<file path="src/pkg/sffe_consts.svh">
`ifndef SFFE_CONSTS_SVH
`define SFFE_CONSTS_SVH
`define SFFE_OP_DUAL_OUT 8'h3B
`define SFFE_OP_DUAL_IO 8'hBB
`define SFFE_OP_QUAD_OUT 8'h6B
`define SFFE_OP_QUAD_IO 8'hEB
`define SFFE_OP_QUAD_WORD 8'hE7
`define SFFE_OP_QUAD_OCTAL 8'hE3
`define SFFE_OPCODE_BITS 4'h8
`define SFFE_CNT_RST 6'h00
`define SFFE_SR_RST 8'h00
`endif

</file>
<file path="src/pkg/sffe_pkg.sv">
package sffe_pkg;
    typedef enum logic [1:0] {
        SFFE_W1,
        SFFE_W2,
        SFFE_W4
    } sffe_width_t;
    typedef enum logic [1:0] {
        SFFE_ST_IDLE,
        SFFE_ST_OPCODE,
        SFFE_ST_BODY
    } sffe_state_t;
    typedef struct packed {
        logic [3:0] data;
        logic [3:0] oe_b;
    } sffe_lines_t;
    typedef struct packed {
        logic valid;
        logic [7:0] value;
    } sffe_byte_t;
endpackage : sffe_pkg

</file>
<file path="src/design/sffe_front_end.sv">
// Functional notes
// - Chip select high deselects; all data lines released.
// - Chip select low selects device for instruction input and data output.
// - Internal busy cycle keeps running after chip select rises.
// - No instruction accepted until chip select falls after power-up; a select held low through reset is still accepted.
// - Single-line mode samples serial_in on rising serial clock.
// - Single-line mode drives output line, changing on falling edges.
// - Dual and quad modes capture on rising, drive on falling edges.
// - SPI modes 0 and 3 both supported.
// - Opcodes 3B and BB use data lines 0 and 1.
// - Opcodes 6B, EB, E7, E3 use data lines 0 to 3.
// - Quad opcodes only accepted with quad_enable_bit set.
// - Write-protect is active low, disabled while quad enabled.
// - Pause only in single and dual operation.
// - Pause starts at pause fall if clock low, else next falling edge.
// - Pause ends at pause rise if clock low, else next falling edge.
// - During pause output released, input and clock ignored.
// - Pause keeps instruction state and buffered data.
`timescale 1ns/10ps
`include "sffe_consts.svh"
module sffe_front_end (
    // Clock, reset, enable
    input wire logic clock_i,
    input wire logic rst_b_i,
    input wire logic clk_en_i,
    // Serial pins
    input wire logic sclk_i,
    input wire logic cs_b_i,
    input wire logic [3:0] data_line_i,
    output sffe_pkg::sffe_lines_t data_line_o,
    // Configuration and core status
    input wire logic quad_enable_bit_i,
    input wire logic busy_i,
    // Core side
    output sffe_pkg::sffe_byte_t opcode_o,
    output sffe_pkg::sffe_byte_t rx_byte_o,
    input wire logic [7:0] tx_byte_i,
    output logic tx_load_o,
    input wire logic [1:0] xfer_width_i,
    input wire logic xfer_dir_out_i,
    output logic selected_o,
    output logic paused_o,
    output logic status_write_ok_o,
    output logic busy_o
);
    // Two-stage synchronisers
    logic [6:0] meta_q;
    logic [6:0] meta_d;
    logic [6:0] sync_q;
    logic [6:0] sync_d;
    logic wp_ok_q;
    logic wp_ok_d;
    logic sclk_prev_q;
    logic sclk_prev_d;
    logic hold_prev_q;
    logic hold_prev_d;
    logic armed_q;
    logic armed_d;
    logic pause_q;
    logic pause_d;
    sffe_pkg::sffe_state_t state_q;
    sffe_pkg::sffe_state_t state_d;
    sffe_pkg::sffe_width_t width_q;
    sffe_pkg::sffe_width_t width_d;
    logic [7:0] shreg_q;
    logic [7:0] shreg_d;
    logic [3:0] bits_q;
    logic [3:0] bits_d;
    logic [7:0] txsh_q;
    logic [7:0] txsh_d;
    logic [3:0] txbits_q;
    logic [3:0] txbits_d;
    logic out_en_q;
    logic out_en_d;
    sffe_pkg::sffe_lines_t lines_q;
    sffe_pkg::sffe_lines_t lines_d;
    sffe_pkg::sffe_byte_t op_q;
    sffe_pkg::sffe_byte_t op_d;
    sffe_pkg::sffe_byte_t rx_q;
    sffe_pkg::sffe_byte_t rx_d;
    logic tx_load_q;
    logic tx_load_d;

    logic s_sclk;
    logic s_cs_b;
    logic s_qe;
    logic [3:0] s_io;
    logic rise;
    logic fall;
    logic [3:0] step;

    function automatic sffe_pkg::sffe_width_t op_width(input logic [7:0] op, input logic qe);
        sffe_pkg::sffe_width_t w;
        w = sffe_pkg::SFFE_W1;
        if (op == `SFFE_OP_DUAL_OUT || op == `SFFE_OP_DUAL_IO)
            w = sffe_pkg::SFFE_W2;
        else if (qe && (op == `SFFE_OP_QUAD_OUT || op == `SFFE_OP_QUAD_IO
                 || op == `SFFE_OP_QUAD_WORD || op == `SFFE_OP_QUAD_OCTAL))
            w = sffe_pkg::SFFE_W4;
        return w;
    endfunction : op_width

    function automatic logic [3:0] width_step(input sffe_pkg::sffe_width_t w);
        logic [3:0] s;
        unique case (w)
            sffe_pkg::SFFE_W1: s = 4'h1;
            sffe_pkg::SFFE_W2: s = 4'h2;
            sffe_pkg::SFFE_W4: s = 4'h4;
            default: s = 4'h1;
        endcase
        return s;
    endfunction : width_step

    // Core may widen a single-line body to dual; quad comes only from the opcode
    function automatic sffe_pkg::sffe_width_t req_width(input sffe_pkg::sffe_width_t cur,
        input logic [1:0] req);
        sffe_pkg::sffe_width_t w;
        w = cur;
        if (req == 2'h1 && cur == sffe_pkg::SFFE_W1)
            w = sffe_pkg::SFFE_W2;
        return w;
    endfunction : req_width

    always_comb
    begin
        // Quad enable, data lines, select, clock
        meta_d = {quad_enable_bit_i, data_line_i, cs_b_i, sclk_i};
        sync_d = meta_q;
        wp_ok_d = s_qe || s_io[2];
    end

    always_ff @(posedge clock_i or negedge rst_b_i)
    begin
        if (!rst_b_i)
        begin
            // Pins rest at idle levels, quad enable off
            meta_q <= 7'h3E;
            sync_q <= 7'h3E;
            wp_ok_q <= 1'b1;
        end
        else if (clk_en_i)
        begin
            meta_q <= meta_d;
            sync_q <= sync_d;
            wp_ok_q <= wp_ok_d;
        end
    end

    assign s_sclk = sync_q[0];
    assign s_cs_b = sync_q[1];
    assign s_io = sync_q[5:2];
    assign s_qe = sync_q[6];
    assign rise = s_sclk && !sclk_prev_q;
    assign fall = !s_sclk && sclk_prev_q;
    assign step = width_step(width_q);

    // Pause tracking; never while quad lines are in use
    always_comb
    begin
        hold_prev_d = s_io[3];
        pause_d = pause_q;
        if (s_cs_b)
            pause_d = 1'b0;
        else if (width_q == sffe_pkg::SFFE_W4)
            pause_d = 1'b0;
        else if (!pause_q && !s_io[3] && (fall || (!s_sclk && hold_prev_q)))
            pause_d = 1'b1;
        else if (pause_q && s_io[3] && (fall || (!s_sclk && !hold_prev_q)))
            pause_d = 1'b0;
    end

    always_ff @(posedge clock_i or negedge rst_b_i)
    begin
        if (!rst_b_i)
        begin
            hold_prev_q <= 1'b1;
            pause_q <= 1'b0;
        end
        else if (clk_en_i)
        begin
            hold_prev_q <= hold_prev_d;
            pause_q <= pause_d;
        end
    end

    always_comb
    begin
        sclk_prev_d = s_sclk;
        armed_d = armed_q;
        state_d = state_q;
        width_d = width_q;
        shreg_d = shreg_q;
        bits_d = bits_q;
        txsh_d = txsh_q;
        txbits_d = txbits_q;
        out_en_d = out_en_q;
        lines_d = lines_q;
        op_d = op_q;
        op_d.valid = 1'b0;
        rx_d = rx_q;
        rx_d.valid = 1'b0;
        tx_load_d = 1'b0;
        if (s_cs_b)
        begin
            armed_d = 1'b1;
            state_d = sffe_pkg::SFFE_ST_IDLE;
            width_d = sffe_pkg::SFFE_W1;
            bits_d = 4'h0;
            txbits_d = 4'h0;
            out_en_d = 1'b0;
            lines_d.oe_b = 4'hF;
        end
        else
        begin
            if (armed_q && state_q == sffe_pkg::SFFE_ST_IDLE)
            begin
                state_d = sffe_pkg::SFFE_ST_OPCODE;
                armed_d = 1'b0;
            end
            // Released while paused; shift state is kept
            if (pause_q)
                lines_d.oe_b = 4'hF;
            else
            begin
                if (rise && state_q != sffe_pkg::SFFE_ST_IDLE)
                begin
                    unique case (width_q)
                        sffe_pkg::SFFE_W1: shreg_d = {shreg_q[6:0], s_io[0]};
                        sffe_pkg::SFFE_W2: shreg_d = {shreg_q[5:0], s_io[1:0]};
                        sffe_pkg::SFFE_W4: shreg_d = {shreg_q[3:0], s_io[3:0]};
                        default: shreg_d = shreg_q;
                    endcase
                    bits_d = bits_q + step;
                    if (bits_d >= `SFFE_OPCODE_BITS)
                    begin
                        bits_d = 4'h0;
                        if (state_q == sffe_pkg::SFFE_ST_OPCODE)
                        begin
                            op_d.valid = 1'b1;
                            op_d.value = shreg_d;
                            width_d = op_width(shreg_d, s_qe);
                            state_d = sffe_pkg::SFFE_ST_BODY;
                        end
                        else if (!xfer_dir_out_i)
                        begin
                            rx_d.valid = 1'b1;
                            rx_d.value = shreg_d;
                        end
                    end
                    // First body rise arms output; the next fall drives bit 7
                    if (state_q == sffe_pkg::SFFE_ST_BODY && xfer_dir_out_i)
                        out_en_d = 1'b1;
                end
                if (state_q == sffe_pkg::SFFE_ST_BODY)
                    width_d = req_width(width_q, xfer_width_i);
                if (fall && out_en_q && xfer_dir_out_i)
                begin
                    // New byte taken at the first fall of each byte
                    if (txbits_q == 4'h0)
                    begin
                        txsh_d = tx_byte_i;
                        tx_load_d = 1'b1;
                    end
                    else
                        txsh_d = txsh_q;
                    unique case (width_q)
                        sffe_pkg::SFFE_W1:
                        begin
                            lines_d.data = {2'h0, txsh_d[7], 1'b0};
                            lines_d.oe_b = 4'hD;
                            txsh_d = {txsh_d[6:0], 1'b0};
                        end
                        sffe_pkg::SFFE_W2:
                        begin
                            lines_d.data = {2'h0, txsh_d[7:6]};
                            lines_d.oe_b = 4'hC;
                            txsh_d = {txsh_d[5:0], 2'h0};
                        end
                        sffe_pkg::SFFE_W4:
                        begin
                            lines_d.data = txsh_d[7:4];
                            lines_d.oe_b = 4'h0;
                            txsh_d = {txsh_d[3:0], 4'h0};
                        end
                        default: lines_d = lines_q;
                    endcase
                    txbits_d = txbits_q + step;
                    if (txbits_d >= `SFFE_OPCODE_BITS)
                        txbits_d = 4'h0;
                end
                if (!xfer_dir_out_i && state_q == sffe_pkg::SFFE_ST_BODY)
                    lines_d.oe_b = 4'hF;
            end
        end
    end

    always_ff @(posedge clock_i or negedge rst_b_i)
    begin
        if (!rst_b_i)
        begin
            sclk_prev_q <= 1'b0;
            armed_q <= 1'b0;
            state_q <= sffe_pkg::SFFE_ST_IDLE;
            width_q <= sffe_pkg::SFFE_W1;
            shreg_q <= `SFFE_SR_RST;
            bits_q <= 4'h0;
            txsh_q <= `SFFE_SR_RST;
            txbits_q <= 4'h0;
            out_en_q <= 1'b0;
            lines_q <= {4'h0, 4'hF};
            op_q <= '0;
            rx_q <= '0;
            tx_load_q <= 1'b0;
        end
        else if (clk_en_i)
        begin
            sclk_prev_q <= sclk_prev_d;
            armed_q <= armed_d;
            state_q <= state_d;
            width_q <= width_d;
            shreg_q <= shreg_d;
            bits_q <= bits_d;
            txsh_q <= txsh_d;
            txbits_q <= txbits_d;
            out_en_q <= out_en_d;
            lines_q <= lines_d;
            op_q <= op_d;
            rx_q <= rx_d;
            tx_load_q <= tx_load_d;
        end
    end

    assign data_line_o = lines_q;
    assign opcode_o = op_q;
    assign rx_byte_o = rx_q;
    assign tx_load_o = tx_load_q;
    assign selected_o = !s_cs_b;
    assign paused_o = pause_q;
    // Protect pin ignored once quad lines are enabled
    assign status_write_ok_o = wp_ok_q;
    // Core busy passes through regardless of select
    assign busy_o = busy_i;
endmodule : sffe_front_end

</file>
<file path="config.mk">
export PLATFORM = sky130hd
export DESIGN_NAME = sffe_front_end
export DESIGN_NICKNAME = d
export VERILOG_FILES = /design/src/pkg/sffe_pkg.sv /design/src/design/sffe_front_end.sv
export VERILOG_INCLUDE_DIRS = /design/src /design/src/pkg
export SDC_FILE = /design/constraint.sdc
export NUM_CORES = 1
export LEC_CHECK = 0
export BUFFER_PORTS_ARGS = -buffer_cell sky130_fd_sc_hd__buf_2
export CAP_MARGIN = 0
export CORE_MARGIN = 2
export CORE_UTILIZATION = 25
export DETAILED_ROUTE_END_ITERATION = 16
export PLACE_DENSITY = 0.46
export SLEW_MARGIN = 0
export SYNTH_ARGS = -nofsm -noshare
export SYNTH_HDL_FRONTEND = slang
export SYNTH_SLANG_ARGS = --single-unit
export TNS_END_PERCENT = 30
</file>
<file path="constraint.sdc">
create_clock -name clock_i -period 3.65 [get_ports clock_i]
set_input_delay 0.5475 -clock clock_i [delete_from_list [all_inputs] [get_ports clock_i]]
set_output_delay 0.5475 -clock clock_i [all_outputs]
set_load 0.01 [all_outputs]
</file>
# Word level (Yosys, flattened, before mapping)
# Cells that the tools add are included.
# classes
add_sub_neg	2
mul	0
div	0
order_cmp	2
eq_ne	13
shift	0
mux	60
bitwise_logic	4
reduce_logical	57
# ops
cell	count
9-bit 2-to-1 mux	11
8-bit case mux with 3 select lines	3
4-bit 2-to-1 mux	12
8-bit == test, second input constant	4
8-bit 2-to-1 mux	4
2-bit 2-to-1 mux	15
1-bit logical AND	16
1-bit 2-to-1 mux	14
4-bit AND reduction	3
6-bit AND reduction	2
3-bit nonzero test	4
2-bit nonzero test	5
3-bit AND reduction	3
4-bit adder	2
8-bit by 6-bit == test with 1-bit output, second input constant	1
8-bit by 7-bit == test with 1-bit output, second input constant	1
4-bit >= comparator, second input constant	2
4-bit nonzero test	2
1-bit zero test	7
1-bit logical OR	7
7-bit AND reduction	1
2-bit by 1-bit == test with 1-bit output, second input constant	3
3-bit case mux with 2 select lines	1
6-bit nonzero test	1
8 further kinds	14
# word_totals
reg_bits	75
latchBits	0
ramBits	0
romBits	0
input_bits	22
output_inout_bits	31
elab_cells	159
n_memories	0

# Longest topological paths before layout
# depth
ltp_word	19
mapped_depth	10
mapped_depth_nobuf	10

# Worst setup path before layout
# Ideal clock, no wire load.
# synth_path
kind	register to register
from	reg width_q[0]
to	reg op_q (netlist bit opcode_o[0])
setup_ps	125
arrival_ps	2718
required_time_ps	3525
setup_slack_ps	807
stages_incl_launch_ff	11
n_path_buf	0
period_less_slack_ps	2843
cell_sequence	dfrtp_1 -> inv_1 -> ha_1 -> inv_1 -> ha_1 -> nor2b_2 -> o211a_1 -> o311a_1 -> a211oi_4 -> nand4_4 -> mux2_2
# synth_between
elab_chain_cells	5
word_cells_on_any_way	11
classes_between	1 x add/sub; 1 x order compare; 2 x eq/ne; 5 x mux; 2 x reduce/logical
# synth_lines
element	line_no	text
start: declaration	sffe_front_end.sv:63	sffe_pkg::sffe_width_t width_q;
start signal: assignment	sffe_front_end.sv:304	width_q <= sffe_pkg::SFFE_W1;
start signal: assignment	sffe_front_end.sv:320	width_q <= width_d;
2-bit == test, or another cell as far along	sffe_front_end.sv:105, sffe_front_end.sv:227	
3-bit case mux with 2 select lines / 8-bit case mux with 3 select lines (equally long branches)	sffe_front_end.sv:105, sffe_front_end.sv:227	
4-bit adder / 8-bit 2-to-1 mux (equally long branches)	sffe_front_end.sv:233, sffe_front_end.sv:225	
4-bit >= comparator (no source line) / 8-bit 2-to-1 mux (equally long branches)	--	
6-bit AND reduction (no source line) / 8-bit 2-to-1 mux (equally long branches)	--	
end signal: assignment	sffe_front_end.sv:327	op_q <= op_d;
end: declaration	sffe_front_end.sv:77	sffe_pkg::sffe_byte_t op_q;
# Several ways; a longest one is shown, not always the timed one. The select of a mux whose other input is x is not followed.
# A chain may end at the register's enable or synchronous reset.

# Worst setup path after layout
# layout_path
from	reg width_q[0]
to	reg width_q[0]
# layout_between
elab_chain_cells	14
word_cells_on_any_way	24
classes_between	1 x add/sub; 1 x order compare; 5 x eq/ne; 12 x mux; 5 x reduce/logical
# layout_lines
element	line_no	text
2-bit == test, or another cell as far along	sffe_front_end.sv:105, sffe_front_end.sv:227	
8-bit case mux with 3 select lines	sffe_front_end.sv:227	unique case (width_q)
8-bit 2-to-1 mux	sffe_front_end.sv:225	if (rise && state_q != sffe_pkg::SFFE_ST_IDLE)
8-bit 2-to-1 mux	sffe_front_end.sv:221	if (pause_q)
8-bit 2-to-1 mux	sffe_front_end.sv:203	if (s_cs_b)
8-bit by 6-bit == test with 1-bit output (no source line) / 8-bit == test (equally long branches)	--	
1-bit logical OR (no source line)	--	
2-bit 2-to-1 mux	sffe_front_end.sv:95	if (op == `SFFE_OP_DUAL_OUT || op == `SFFE_OP_DUAL_IO)
2-bit 2-to-1 mux	sffe_front_end.sv:237	if (state_q == sffe_pkg::SFFE_ST_OPCODE)
2-bit 2-to-1 mux	sffe_front_end.sv:234	if (bits_d >= `SFFE_OPCODE_BITS)
2-bit 2-to-1 mux	sffe_front_end.sv:225	
2-bit 2-to-1 mux	sffe_front_end.sv:254	if (state_q == sffe_pkg::SFFE_ST_BODY)
2-bit 2-to-1 mux	sffe_front_end.sv:221	
2-bit 2-to-1 mux	sffe_front_end.sv:203	
# Several ways; a longest one is shown, not always the timed one. The select of a mux whose other input is x is not followed.

==> summary.md <==
| Metric | Value |
|---|---|
| Status | completed |
| Cell Area, Placed | 4400 µm² |
| Htree depth | 3 |
| Post-synthesis register bit count | 74 |
| Post-synth ARST share | 100% |
| Critical path class | reg2reg |
| Final nets | 441 |
| Reg power frac | 41.9% |
| Register-to-register setup slack | 0.56 ns |
| Core Util, Final | a little under a third |
| Reg2reg path depth | 11 |
| FF-to-FF Start | width_q[0]$_DFFE_PN0P_ |
| Pre-CTS setup slack | ~0.6 ns |
| Fin worst setup slack | ~0.56 ns |
| Worst EP required | ~3.9 ns |
| WHS | 0.320 ns |
| Peak Freq | ~320 MHz |
| Critical Path Max Stage Delay | 0.42 ns |
| DR top layer | met4 |
| Clk buf depth | 2 |
| Wl on met1 | 4400 µm |
| Synth Cell Area | 3930 µm² |
| Worst Path Buf+Inv | 3 |
| Initial antenna violation count | 0 |
| Synth area leaders | dfrtp_1 (38%), mux2_2 (14%), dfstp_2 (10%) |
| Setup violations, final | 0 |
| Worst Setup End Kind | flip-flop |
| WL met3 | 415 µm |
| Tcrit/Tclk final | between 80% and 90% |
| CP Launch Type | flip-flop |
| DR DRC count | 0 |
| CP max-delay cell | dfrtp_1 |
| RSZ-0062 raised after global routing | false |
| Crit-path max FO | 7 |
| Cell taking the most area after synthesis | dfrtp_1 |
| First-pass iteration count of the detailed router | 4 |
| Power Internal | 1.85 mW |
| Port Buffers | 50 |
| Net Count, Synth | 394 |
| CTS buffer count | 9 |
| First-pass GRT wire length | 15600 µm |
| Clock network latency to the later pin of the worst-skew pair | 0.34 ns |
| Logic pwr share | 19.2% |
| Final Critical Period | 3.09 ns |
| Final WL | 9600 µm |
| Core area | 15300 µm² |
| CTS tree | done |
| Initial Util | 25.7% |
| Post-CTS Setup Bufs | 0 |
| Switching share of power | 28.1% |
| Placed cell count | between 600 and 700 |
| Hold Vio Cnt, Final | 0 |
| Clk sinks | 74 |
| Die Area | 16700 µm² |
| Hold_buf cts | 0 |
| Avg Inst Size Synth | between 10 and 15 µm² |
| Post-Syn Instances | 362 |
| FP Rows | 45 |
| Area growth syn-to-layout | 20.5% |
| Clk pwr share | 38.9% |
| Share of layout cells above drive strength 1 | 34.1% |
| Max Cap Viol | 0 |
| Register area share after synthesis | 47.6% |
| Slew headroom | 36.3% |
| Width of the die | 129 µm |
| Setup Skew | roughly 0.008 ns |
| DR vias | 2932 |
| Global placer's final weighted congestion | 0.795 |
| I/O pins | 53 |
| Non-filler instance count after layout | 624 |
| Switching pwr | between 0.7 and 0.8 mW |
| Crit-path cells | inv_1 -> ha_1 -> inv_1 -> ha_1 -> nor2b_2 -> o211a_1 -> o31ai_1 -> a211oi_4 -> buf_4 -> a21oi_1 -> mux2_2 |
| Synth unique cells | 58 |
| N_diodes | 0 |
| Total grt overflow | 0 |
| CP Data Arrival Time | 3.31 ns |
| Power density over the cells | 545 nW/µm² |
| Ys flop type | dfrtp_1 |
| Post-cts resize count | 0 |
| Top cell type's share of synthesized area | 37.6% |
| GRT Overall Usage | 12.0% |
| Setup TNS | 0 ns |
| DR WL/cell | 15.4 µm |
| Remaining antenna violation count | 0 |
| Critical R2R Capture | width_q[0]$_DFFE_PN0P_ |
| Vias in the first global route | 2956 |
| Routed length on met2 | between 4000 and 5000 µm |
| Finished Cell Area | 4730 µm² |
| Delay-heaviest family, CP | compound AO/OA/AOI/OAI gates |
| Root buf cell | clkbuf_16 |
| Pleak | between 2 and 2.5 nW |
| Chip height | between 100 and 150 µm |
| Peak supply drop | 239 µV |
| YS warnings | 0 |
| Hold Path Class | in2async |
| Worst-Margin Slew | 0.956 ns |
| Total Power | 2.58 mW |
| Routed vias/inst | 4.70 |
| Largest net degree at the start of global routing | 75 |
| Slew Viols, Final | 0 |
| Drt initial violations | roughly 170 |
| Clk pin slew, worst setup/hold paths | 0.06 ns |
| Post-DP HPWL | between 6000 and 7000 µm |
| Post-synth EDFFs | 0 |
logic make-up after synthesis:
kind of cell	Yosys count	synth area share [%]
multiplexers	51	14.6
buffers and inverters	35	3.89
flip-flops	74	47.6
AND/OR/NAND/NOR	95	13.3
adder cells (fa/ha/maj)	10	3.19
XOR/XNOR	5	1.12
AO/OA/AOI/OAI	92	16.3
power by group through the flow:
stage | sequential [mW] | combinational (mW) | clock (mW)
global route | 1.10 | 0.552 | 1.07
floorplan | 1.06 | 0.356 | 0
detailed placement | 1.09 | 0.499 | 0
global placement | 1.09 | 0.497 | 0
finish | 1.08 | 0.495 | 1.00
CTS | 1.08 | 0.503 | 1.04
sequential cells by signal, indices dropped and copies added (netlist names), 7 cells and up:
register     count
txsh_q           8
meta_q           7
sync_q           7
rx_byte_o        9
data_line_o      7
shreg_q          8
opcode_o         9
cell type report:
cell class	count	area, µm²
clock buffer	10	229
sequential	74	1870
tap	211	264
inverter	14	52.6
multi-input combinational	253	1900
clock inverter	5	105
fill	1582	10500
timing repair buffer	57	305
synth_stat cells, types with 4 or more instances:
library cell	instances
clkbuf_1	13
dfrtp_1	59
a222oi_1	8
and2_1	4
mux2_2	49
o21ai_0	20
nor3_1	5
a21oi_1	22
nor2b_1	12
nand2b_1	6
nor2_1	16
dfstp_2	15
inv_1	14
ha_1	10
o31ai_1	9
nand2_1	31
placed cells by master (no fill, tap or decap), drive strengths merged, types with 2 or more instances in the layout:
master    instances
dfstp            15
nor2b            13
a21o              2
nand3             4
inv              14
a211oi            2
ha               10
a41oi             3
o21ai            21
mux2i             2
nand2            31
and2              4
o41ai             2
xor2              2
nor3              5
bufinv            3
nor2             16
buf              57
and3              2
clkinvlp          2
a221oi            3
dfrtp            59
nand3b            2
nor4b             3
o21a              2
clkbuf           10
a21oi            22
nand2b            6
xnor2             3
o31ai             9
nand4b            2
mux2             49
a31oi             3
a222oi            8
a22o              3
a22oi             2
routing by layer:
layer	GRT usage [%]	vias to the layer above
li1	-	1426
met1	15.3	1432
met2	19.8	62
met3	3.06	12
met4	4.16	0
met5	0	-
worst max path at each step:
stage	end	cells past startpoint	slack [ns]	start
detailed placement	opcode_o[1]$_DFFE_PN0P_	10	0.60	width_q[0]$_DFFE_PN0P_
floorplan	opcode_o[0]$_DFFE_PN0P_	10	0.81	width_q[0]$_DFFE_PN0P_
global route	width_q[0]$_DFFE_PN0P_	11	0.40	width_q[0]$_DFFE_PN0P_
CTS	width_q[0]$_DFFE_PN0P_	11	0.58	width_q[0]$_DFFE_PN0P_
finish	width_q[0]$_DFFE_PN0P_	11	0.56	width_q[0]$_DFFE_PN0P_
global placement	opcode_o[4]$_DFFE_PN0P_	10	0.68	width_q[0]$_DFFE_PN0P_
Note: power is estimated with default switching activity, not from simulation.
